## config.mk

```make
export PLATFORM = sky130hd
export DESIGN_NAME = ior_regs
export DESIGN_NICKNAME = d
export VERILOG_FILES = /design/src/ior_pkg.sv /design/src/ior_sat.sv /design/src/ior_regs.sv
export SDC_FILE = /design/constraint.sdc
export NUM_CORES = 1
export LEC_CHECK = 0
export BUFFER_PORTS_ARGS = -buffer_cell sky130_fd_sc_hd__clkbuf_2
export CAP_MARGIN = 20
export CORE_MARGIN = 4
export CORE_UTILIZATION = 48
export DETAILED_ROUTE_END_ITERATION = 10
export PLACE_DENSITY = 0.74
export SLEW_MARGIN = 20
export SYNTH_ARGS = -nofsm -noshare
export SYNTH_HDL_FRONTEND = slang
export SYNTH_SLANG_ARGS = --single-unit
```

## constraint.sdc

```tcl
create_clock -name clk -period 1.77 [get_ports clk]
set_input_delay 0 -clock clk [delete_from_list [all_inputs] [get_ports clk]]
set_output_delay 0 -clock clk [all_outputs]
set_load 0.1 [all_outputs]
```

## src/ior_pkg.sv

```systemverilog
/*
 * Constants, types and register map for the inertial output register bank.
 * Assumes the serial front end resolves each host read to a byte address.
 */
package ior_pkg;

    // ****************************************************************
    // register map (byte addresses)
    // ****************************************************************
    localparam logic [6:0]  ADDR_RATE_X_LOW    = 7'h04;
    localparam logic [6:0]  ADDR_RATE_X_HIGH   = 7'h06;
    localparam logic [6:0]  ADDR_RATE_Y_LOW    = 7'h08;
    localparam logic [6:0]  ADDR_RATE_Y_HIGH   = 7'h0a;
    localparam logic [6:0]  ADDR_RATE_Z_LOW    = 7'h0c;
    localparam logic [6:0]  ADDR_RATE_Z_HIGH   = 7'h0e;
    localparam logic [6:0]  ADDR_LINEAR_X_LOW  = 7'h10;
    localparam logic [6:0]  ADDR_LINEAR_X_HIGH = 7'h12;
    localparam logic [5:0]  FIRST_WORD         = 6'h02;
    localparam logic [5:0]  LAST_WORD          = 6'h09;

    // ****************************************************************
    // field layout and reset values
    // ****************************************************************
    localparam int          HIGH_LSB           = 16;
    localparam int          NUM_CHAN           = 4;
    localparam logic [15:0] UNMAPPED_WORD      = 16'h0000;
    localparam logic [31:0] MEAS_RESET         = 32'h0000_0000;

    // ****************************************************************
    // full scale limits of the 32-bit values
    // ****************************************************************
    localparam logic [31:0] RATE_POS_FS        = 32'h4e20_0000;
    localparam logic [31:0] RATE_NEG_FS        = 32'hb1e0_0000;
    localparam logic [31:0] ACCEL_POS_FS       = 32'h7d00_0000;
    localparam logic [31:0] ACCEL_NEG_FS       = 32'h8300_0000;

    // ****************************************************************
    // rate range variants and their scale factors
    // ****************************************************************
    typedef enum logic [2:0] {
        RANGE_125  = 3'h1,
        RANGE_500  = 3'h2,
        RANGE_2000 = 3'h4
    } ior_range_e;

    localparam logic [7:0]  SCALE_125          = 8'ha0;
    localparam logic [7:0]  SCALE_500          = 8'h28;
    localparam logic [7:0]  SCALE_2000         = 8'h0a;

    // one coherent sample from the signal chain
    typedef struct packed {
        logic [31:0] rate_x;
        logic [31:0] rate_y;
        logic [31:0] rate_z;
        logic [31:0] linear_x;
    } ior_sample_s;

    // one host read request
    typedef struct packed {
        logic       en;
        logic [6:0] addr;
    } ior_rd_req_s;

endpackage : ior_pkg

```

## src/ior_sat.sv

```systemverilog
/*
 * Saturating limiter for one 32-bit twos-complement measurement.
 * Assumes pos_fs is not below neg_fs as signed values.
 */
`timescale 1ns/1ps

module ior_sat (
    input  wire logic [31:0] raw,
    input  wire logic [31:0] pos_fs,
    input  wire logic [31:0] neg_fs,
    output logic      [31:0] sat
);

    always_comb begin
        if ($signed(raw) > $signed(pos_fs)) begin
            sat = pos_fs;
        end else if ($signed(raw) < $signed(neg_fs)) begin
            sat = neg_fs;
        end else begin
            sat = raw;
        end
    end

endmodule : ior_sat

```

## src/ior_regs.sv

```systemverilog
/*
 * Read-only output register bank: three rate axes and x linear acceleration,
 * each a high word and a low resolution word.
 * Assumes a serial front end presents reads as one-cycle requests and that
 * the signal chain presents coherent samples with a one-cycle valid.
 */
`timescale 1ns/1ps

// How it works
// RULE_01: x rate low word sits at 0x04, high word at 0x06.
// RULE_02: y rate low word sits at 0x08, high word at 0x0a.
// RULE_03: z rate low word sits at 0x0c, high word at 0x0e.
// RULE_04: rate high word is twos complement, zero rotation reads 0x0000.
// RULE_05: x acceleration low word sits at 0x10, high word at 0x12.
// RULE_06: acceleration high word is twos complement over plus or minus 40 g.
// RULE_07: high word above low word forms one 32-bit twos-complement value.
// RULE_08: acceleration full scale is 0x7d00 positive and 0x8300 negative.
// RULE_09: rate scale factor is 160, 40 or 10 per range variant.
// RULE_10: both words of a measurement update together from one sample.
module ior_regs #(
    parameter ior_pkg::ior_range_e RANGE = ior_pkg::RANGE_125
) (
    input  wire logic                 clk,
    input  wire logic                 rstn,
    input  wire logic                 sample_valid,
    input  wire ior_pkg::ior_sample_s sample,
    input  wire ior_pkg::ior_rd_req_s rd_req,
    output logic                      rd_valid,
    output logic               [15:0] rd_data,
    output logic                      rd_unmapped,
    output logic                [7:0] rate_scale
);

    // ****************************************************************
    // decode helpers
    // ****************************************************************
    // returns {hit, channel[1:0], high_half}
    function automatic logic [3:0] word_decode(input logic [6:0] addr);
        logic [5:0] word;
        logic [5:0] idx;
        word = addr[6:1];
        idx  = word - ior_pkg::FIRST_WORD;
        if (word >= ior_pkg::FIRST_WORD && word <= ior_pkg::LAST_WORD) begin
            word_decode = {1'b1, idx[2:0]};
        end else begin
            word_decode = 4'h0;
        end
    endfunction : word_decode

    function automatic logic [7:0] scale_of(input ior_pkg::ior_range_e r);
        case (r)
            ior_pkg::RANGE_125:  scale_of = ior_pkg::SCALE_125;
            ior_pkg::RANGE_500:  scale_of = ior_pkg::SCALE_500;
            ior_pkg::RANGE_2000: scale_of = ior_pkg::SCALE_2000;
            default:             scale_of = ior_pkg::SCALE_125;
        endcase
    endfunction : scale_of

    // ****************************************************************
    // limiting of each channel
    // ****************************************************************
    logic [ior_pkg::NUM_CHAN-1:0][31:0] raw;
    logic [ior_pkg::NUM_CHAN-1:0][31:0] pos_fs;
    logic [ior_pkg::NUM_CHAN-1:0][31:0] neg_fs;
    logic [ior_pkg::NUM_CHAN-1:0][31:0] clamped;

    // channel 0..2 rate x,y,z, channel 3 linear x
    assign raw[0]    = sample.rate_x;
    assign raw[1]    = sample.rate_y;
    assign raw[2]    = sample.rate_z;
    assign raw[3]    = sample.linear_x;
    assign pos_fs[0] = ior_pkg::RATE_POS_FS;
    assign pos_fs[1] = ior_pkg::RATE_POS_FS;
    assign pos_fs[2] = ior_pkg::RATE_POS_FS;
    assign pos_fs[3] = ior_pkg::ACCEL_POS_FS;  // RULE_06 RULE_08
    assign neg_fs[0] = ior_pkg::RATE_NEG_FS;
    assign neg_fs[1] = ior_pkg::RATE_NEG_FS;
    assign neg_fs[2] = ior_pkg::RATE_NEG_FS;
    assign neg_fs[3] = ior_pkg::ACCEL_NEG_FS;  // RULE_08

    genvar c;
    generate
        for (c = 0; c < ior_pkg::NUM_CHAN; c++) begin : g_sat
            ior_sat u_sat (
                .raw    (raw[c]),
                .pos_fs (pos_fs[c]),
                .neg_fs (neg_fs[c]),
                .sat    (clamped[c])
            );
        end
    endgenerate

    // ****************************************************************
    // measurement registers
    // ****************************************************************
    logic [ior_pkg::NUM_CHAN-1:0][31:0] meas;
    logic [ior_pkg::NUM_CHAN-1:0][31:0] next_meas;

    always_comb begin
        next_meas = meas;
        if (sample_valid) begin
            next_meas = clamped;  // RULE_10
        end
    end

    always_ff @(posedge clk) begin
        if (!rstn) begin
            meas <= {ior_pkg::NUM_CHAN{ior_pkg::MEAS_RESET}};
        end else begin
            meas <= next_meas;
        end
    end

    // ****************************************************************
    // read port
    // ****************************************************************
    logic [3:0]  dec;
    logic [31:0] sel_meas;
    logic        next_rd_valid;
    logic [15:0] next_rd_data;
    logic        next_rd_unmapped;

    always_comb begin
        dec              = word_decode(rd_req.addr);  // RULE_01 RULE_02 RULE_03 RULE_05
        sel_meas         = meas[dec[2:1]];
        next_rd_valid    = rd_req.en;
        next_rd_data     = rd_data;
        next_rd_unmapped = rd_unmapped;
        if (rd_req.en) begin
            next_rd_unmapped = !dec[3];
            if (!dec[3]) begin
                next_rd_data = ior_pkg::UNMAPPED_WORD;
            end else if (dec[0]) begin
                next_rd_data = sel_meas[31:ior_pkg::HIGH_LSB];  // RULE_04 RULE_06 RULE_07
            end else begin
                next_rd_data = sel_meas[ior_pkg::HIGH_LSB-1:0];  // RULE_07
            end
        end
    end

    always_ff @(posedge clk) begin
        if (!rstn) begin
            rd_valid    <= 1'b0;
            rd_data     <= ior_pkg::UNMAPPED_WORD;
            rd_unmapped <= 1'b0;
            rate_scale  <= scale_of(RANGE);
        end else begin
            rd_valid    <= next_rd_valid;
            rd_data     <= next_rd_data;
            rd_unmapped <= next_rd_unmapped;
            rate_scale  <= scale_of(RANGE);  // RULE_09
        end
    end
endmodule : ior_regs

```

==> results.sh, run 1 <==
export IMPL_status="finished with violations"
export IMPL_failed_checks="negative setup slack"
export IMPL_path_clk_slew_ns=0.06
export IMPL_hpwl_um=17600
export IMPL_dp_slack_ns=-0.222
export IMPL_ant_nets=0
export IMPL_cts_buffers=17
export IMPL_p_int_mw=6.55
export IMPL_rows=42
export IMPL_syn_to_final_growth_pct=47.2
export IMPL_dr_pass1_iters=6
export IMPL_critPathSlowestCell="dlygate4sd3_1"
export IMPL_layout_nets=1160
export IMPL_fin_crit_sh_pct=102
export IMPL_wl_per_cell_um=22.1
export IMPL_dieArea_sq_um=15700
export IMPL_drc=0
export IMPL_grt_pass1_wl_um=39800
export IMPL_synth_yosys_seq_area_share_pct=44.2
export IMPL_cpLargestDelayFamily="simple AND/OR/NAND/NOR gates"
export IMPL_tightest_slew_ns=0.604
export IMPL_initial_core_util_pct=49.5
export IMPL_htreeDepth=4
export IMPL_synthCells=728
export IMPL_hold_viol_final=0
export IMPL_leakage_nw=4.21
export IMPL_crit_top_cell="a22o_1"
export IMPL_wl_um=26600
export IMPL_die_w_um=125
export IMPL_antenna_found_initial=0
export IMPL_power_density_nw_per_um2=906
export IMPL_startpoint_type="primary input"
export IMPL_drive_gt1_share_pct=26.4
export IMPL_swShare_pct=25.7
export IMPL_setup_viol=7
export IMPL_cp_end_kind="flip-flop"
export IMPL_antennaDiodeCount=0
export IMPL_power_frac_comb_pct=15.7
export IMPL_dpl_cell_area_sq_um=7900
export IMPL_grtUsageTotal_pct=31.9
export IMPL_path_buf_inv=3
export IMPL_clk_latency_ns=0.43
export IMPL_hp_class="primary input to flip-flop"
export IMPL_cap_violations=0
export IMPL_ys_flop_type="dfxtp_1"
export IMPL_synthArstFlopShare_pct=0
export IMPL_clockBufferDepth=2
export IMPL_final_cell_area_sq_um=9730
export IMPL_max_slew_margin_pct=59.7
export IMPL_clockRootBuffer="clkbuf_16"
export IMPL_grt_max_degree=68
export IMPL_via_per_inst=6.26
export IMPL_crit_path_max_fanout=21
export IMPL_clkPwrFrac_pct=43.7
export IMPL_path_cells="dlygate4sd3_1, clkbuf_2, nor4_2, nand2_1, nor3_2, a22o_1, buf_12, a22o_1"
export IMPL_grt_pass1_vias=7314
export IMPL_final_common_cell="clkbuf_2"
export IMPL_layout_min_cycle_time_ns=1.81
export IMPL_synth_edf_count=0
export IMPL_cts_tree="yes"
export IMPL_grt_overflow_total=0
export IMPL_synth_seq_cells=146
export IMPL_critPathArrivalTime_ns=2.17
export IMPL_dp_cells=1062
export IMPL_dr_total_vias=7544
export IMPL_instances_no_fill=1205
export IMPL_mostFrequentLayoutCells="155 x clkbuf_2, 146 x dfxtp_1, 107 x dlygate4sd3_1, 104 x a22o_1, 79 x nand2_1"
export IMPL_cts_sinks=146
export IMPL_seqPwrFrac_pct=40.6
export IMPL_dr_first_iter_drc_count=858
export IMPL_fp_coreArea_sq_um=13300
export IMPL_routabilityCongestion=1.01
export IMPL_critPathMaxStageDelay_ns=0.54
export IMPL_worstPathRequired_ns=2.13
export IMPL_synth_area_per_cell_sq_um=9.08
export IMPL_slew_viol_final=0
export IMPL_crit_type="primary input to flip-flop"
export IMPL_port_buffers=155
export IMPL_io_pins=165
export IMPL_netlist_area_sq_um=6610
export IMPL_final_util_pct=72.9
export IMPL_yosysWarnings=0
export IMPL_peakVddDrop_uv=730
export IMPL_worst_slack_ns=-0.0371
export IMPL_synth_cell_types=53
export IMPL_p_switching_mw=2.27
export IMPL_clock_skew_final_ns=0.00620
export IMPL_timing_fmax_ghz=0.553
export IMPL_die_h_um=125
==> area by class of cell <==
type | count | area (sq um)
clock buffer | 22 | 474
tap | 176 | 220
fill | 983 | 3620
sequential | 146 | 2920
inverter | 14 | 52.6
clock inverter | 9 | 154
timing repair buffer | 327 | 2440
multi-input combinational | 511 | 3460
==> timing repair <==
| action | 4_1_cts | 5_1_grt |
|---|---|---|
| gates resized for setup | 0 | 14 |
| setup buffers | 0 | 3 |
| hold buffers | 107 | 0 |
| setup endpoints to repair | 0 | 100 |
| endpoints found under the hold margin | 106 | 0 |
==> worst min-delay path, cell delays in order <==
cell	delay (ns)
clkbuf_2	0.09
buf_4	0.11
o21ai_0	0.09
o21ai_1	0.11
==> power groups by stage <==
stage | clock [mW] | combinational, mW | sequential [mW]
2_1_floorplan | 0 | 0.592 | 3.65
3_3_place_gp | 0 | 1.08 | 3.64
6_report | 3.86 | 1.39 | 3.58
4_1_cts | 3.85 | 1.30 | 3.57
5_1_grt | 3.98 | 1.47 | 3.59
3_5_place_dp | 0 | 1.11 | 3.64
==> routing by layer <==
| metal | up-vias | wire length (um) | GRT usage [%] |
|---|---|---|---|
| met5 | - | 0 | 0 |
| li1 | 3360 | - | - |
| met4 | 0 | 1220 | 13.9 |
| met3 | 99 | 2390 | 6.74 |
| met2 | 514 | 12300 | 52.8 |
| met1 | 3571 | 10700 | 40.4 |
==> synth_stat cells, drive strengths merged (3+ instances only) <==
cell type | instances | area [sq um]
nor4b | 5 | 43.8
o221ai | 4 | 35.0
o21a | 6 | 45.0
nor3b | 3 | 27.5
ha | 4 | 50.1
nor2 | 28 | 108
nand2b | 9 | 56.3
a22o | 104 | 911
a211o | 6 | 52.6
nand3 | 3 | 15.0
buf | 11 | 87.6
and3 | 3 | 18.8
or4 | 3 | 26.3
a21oi | 30 | 150
a221oi | 32 | 280
dfxtp | 146 | 2920
nor2b | 4 | 25.0
a211oi | 3 | 35.0
a2bb2oi | 16 | 140
o21ai | 69 | 345
inv | 14 | 52.6
clkbuf | 52 | 195
nor4 | 18 | 113
nand4 | 8 | 50.1
o221a | 4 | 45.0
nor3 | 15 | 75.1
nand2 | 79 | 297
mux2i | 16 | 160
a31oi | 6 | 37.5
and2 | 5 | 31.3
==> through the flow <==
step           setup TNS, ns  power, mW  hold slack (ns)
2_1_floorplan              0       4.25            0.126
3_3_place_gp           -4.58       4.72            0.228
3_5_place_dp           -4.45       4.75            0.229
4_1_cts                    0       8.73          0.00611
5_1_grt                -1.30       9.04           0.0432
6_report             -0.0925       8.82          0.00953
==> cell families after synthesis <==
family                   Yosys count  synth area share (%)
AO/OA/AOI/OAI                    294                  33.3
adder cells (fa/ha/maj)            4                 0.757
buffers and inverters             77                  5.07
flip-flops                       146                  44.2
multiplexers                      16                  2.42
other                              2                 0.114
AND/OR/NAND/NOR                  189                  14.1
==> path summary, 6_finish.rpt <==
kind	from	to	slack [ns]	cells after the start
worst min-delay path	sample[92]	meas[60]$_SDFFE_PN0P_	0.01	4
worst min register to register	meas[60]$_SDFFE_PN0P_	meas[60]$_SDFFE_PN0P_	0.45	2
worst max-delay path	sample[49]	meas[69]$_SDFFE_PN0P_	-0.04	8
worst max register to register	meas[2]$_SDFFE_PN0P_	rd_data[2]$_SDFFE_PN0P_	0.49	3
==> state kept, by name, indices dropped and copies added, names as in the netlist <==
signal,cells
rd_data,16
rd_valid,1
rd_unmapped,1
meas,128
Power figures use the tool's default switching activity.
==> inputs of run 2 (changes only) <==
- CORE_ASPECT_RATIO: not set -> 0.5
==> run 2 against run 1 <==
  * The flow still finishes with violations (negative setup slack)
  * Fmax grew 0.94%
  * Die area grew 0.72%
  * Sequential power is essentially flat
  * Cell count is the same
  * Combinational power grew 4%
  * Sequential share of layout area shrank 0.39 points
  * Clock power shrank 6.5%
  * Via count grew 4.4%
  * Critical path type unchanged
  * Critical endpoint is now meas[106]$_SDFFE_PN0P_
  * Largest cell class unchanged
==> results.sh, run 2 (synthesized netlist as in run 1, its figures left out) <==
export IMPL_dieArea_sq_um=15800
export IMPL_critPathSlowestCell="dlygate4sd3_1"
export IMPL_fin_crit_sh_pct=101
export IMPL_p_int_mw=6.12
export IMPL_slew_viol_final=0
export IMPL_clockRootBuffer="clkbuf_16"
export IMPL_critPathArrivalTime_ns=2.15
export IMPL_rrSetupSlack_ns=0.60
export IMPL_hold_worst_slack_ns=0.00966
export IMPL_largest_register="meas"
export IMPL_hp_class="primary input to flip-flop"
export IMPL_largest_reg_flops=128
export IMPL_seqPwrFrac_pct=41.6
export IMPL_grt_overflow_total=0
export IMPL_swShare_pct=29.3
export IMPL_timing_fmax_ghz=0.559
export IMPL_antenna_found_initial=1
export IMPL_wl_per_cell_um=23.4
export IMPL_initial_core_util_pct=50.6
export IMPL_crit_cells=8
export IMPL_cpLargestDelayFamily="buffers and inverters"
export IMPL_clockBufferDepth=2
export IMPL_leakage_nw=4.27
export IMPL_p_switching_mw=2.54
export IMPL_cts_tree="yes"
export IMPL_cts_buffers=17
export IMPL_path_buf_inv=3
export IMPL_die_w_um=174
export IMPL_crit_path_end="meas[106]$_SDFFE_PN0P_"
export IMPL_cts_sinks=146
export IMPL_via_per_inst=6.53
export IMPL_r2r_end="rd_data[10]$_SDFFE_PN0P_"
export IMPL_reg2reg_depth=3
export IMPL_r2r_start="meas[90]$_SDFFE_PN0P_"
export IMPL_power_mw=8.65
export IMPL_cp_end_kind="flip-flop"
export IMPL_clkPwrFrac_pct=41.7
export IMPL_fp_coreArea_sq_um=13100
export IMPL_hpwl_um=17100
export IMPL_syn_to_final_growth_pct=49.1
export IMPL_dr_total_vias=7873
export IMPL_startpoint_type="primary input"
export IMPL_dr_first_iter_drc_count=943
export IMPL_wl_um=28200
export IMPL_regArea_sq_um=2920
export IMPL_grt_pass1_wl_um=40100
export IMPL_peakVddDrop_uv=809
export IMPL_grt_pass1_vias=7310
export IMPL_final_common_cell="clkbuf_2"
export IMPL_layout_min_cycle_time_ns=1.79
export IMPL_finalSetupTns_ns=-0.0287
export IMPL_dr_pass1_iters=7
export IMPL_worstPathRequired_ns=2.13
export IMPL_drc=0
export IMPL_reg_top3="meas x128, rd_data x16"
export IMPL_crit_path_max_fanout=24
export IMPL_die_h_um=91.0
export IMPL_power_density_nw_per_um2=878
export IMPL_failed_checks="negative setup slack"
export IMPL_cap_violations=0
export IMPL_rows=29
export IMPL_final_util_pct=75.5
export IMPL_mostFrequentLayoutCells="147 x clkbuf_2, 146 x dfxtp_1, 104 x dlygate4sd3_1, 103 x a22o_1, 79 x nand2_1"
export IMPL_power_frac_comb_pct=16.7
export IMPL_max_slew_margin_pct=51.9
export IMPL_crit_type="primary input to flip-flop"
export IMPL_layout_nets=1163
export IMPL_status="finished with violations"
export IMPL_grtUsageTotal_pct=32.2
export IMPL_io_pins=165
export IMPL_htreeDepth=4
export IMPL_clk_latency_ns=0.42
export IMPL_multi_input_area_sq_um=3530
export IMPL_tightest_slew_ns=0.721
export IMPL_routabilityCongestion=0.952
export IMPL_hold_viol_final=0
export IMPL_critPathMaxStageDelay_ns=0.57
export IMPL_setup_viol=2
export IMPL_port_buffers=155
export IMPL_ant_nets=0
export IMPL_grt_max_degree=88
export IMPL_drive_gt1_share_pct=27.5
export IMPL_critPathLaunch="sample[18]"
export IMPL_clock_skew_final_ns=0.0117
export IMPL_dp_slack_ns=-0.246
export IMPL_path_cells="dlygate4sd3_1, clkbuf_2, nor4_1, nand3_1, o21ai_1, nor3b_2, buf_12, a22o_1"
export IMPL_fill_cells=854
export IMPL_worst_slack_ns=-0.0203
export IMPL_path_clk_slew_ns=0.07
[run 2: cell count changes in the layout (fill, tap and decap cells not counted), moves of 3 or more]
cell / delta
buf_6: +3
buf_4: +4
nor4_1: -4
bufinv_16: -3
inv_8: +4
inv_6: +5
clkbuf_8: -3
clkbuf_2: -8
clkinv_4: +3
dlymetal6s4s_1: +4
dlygate4sd3_1: -3
clkbuf_16: +3
[run 2: how the worst min path moves through the flow]
stage / start / end / slack (ns) / cells after the start
after floorplan: sample[96] / meas[0]$_SDFFE_PN0P_ / 0.13 / 1
after global placement: sample[50] / meas[82]$_SDFFE_PN0P_ / 0.23 / 2
after detailed placement: sample[37] / meas[69]$_SDFFE_PN0P_ / 0.23 / 2
after CTS: sample[92] / meas[60]$_SDFFE_PN0P_ / 0.005 / 4
after global routing: sample[93] / meas[61]$_SDFFE_PN0P_ / 0.01 / 4
final: sample[80] / meas[48]$_SDFFE_PN0P_ / 0.01 / 2
[run 2: power groups by stage]
| stage | clock network [mW] | registers, mW | logic, mW |
|---|---|---|---|
| after floorplan | 0 | 3.65 | 0.592 |
| after global placement | 0 | 3.65 | 1.09 |
| after detailed placement | 0 | 3.65 | 1.10 |
| after CTS | 3.59 | 3.58 | 1.30 |
| after global routing | 3.75 | 3.60 | 1.52 |
| final | 3.61 | 3.60 | 1.45 |
[run 2: metrics by stage]
stage	std cells	area (sq um)
after floorplan	734	6640
after global placement	1061	7920
after detailed placement	1062	7930
after CTS	1201	9590
after global routing	1204	9860
final	1205	9860
[run 2: layout make-up]
cell class	count	share of cell area, %
Timing Repair Buffer	330	25.9
Tap cell	170	2.16
Clock inverter	15	1.64
Antenna cell	2	0.0508
Inverter	14	0.533
Multi-Input combinational cell	511	35.8
Clock buffer	17	4.32
Sequential cell	146	29.6
[run 2: metal layers]
layer	global-route usage [%]	up-vias	share of wire (%)
met5	0	-	0
met4	14.5	0	5.7
met3	11.0	152	15
met2	47.6	704	41
met1	42.8	3629	38
li1	-	3388	-
[run 2: what timing repair did]
action | CTS | global route
setup endpoints to repair | 0 | 104
hold endpoints to repair | 108 | 1
gates resized for setup | 0 | 32
buffers inserted | 0 | 3
hold buffers | 107 | 1
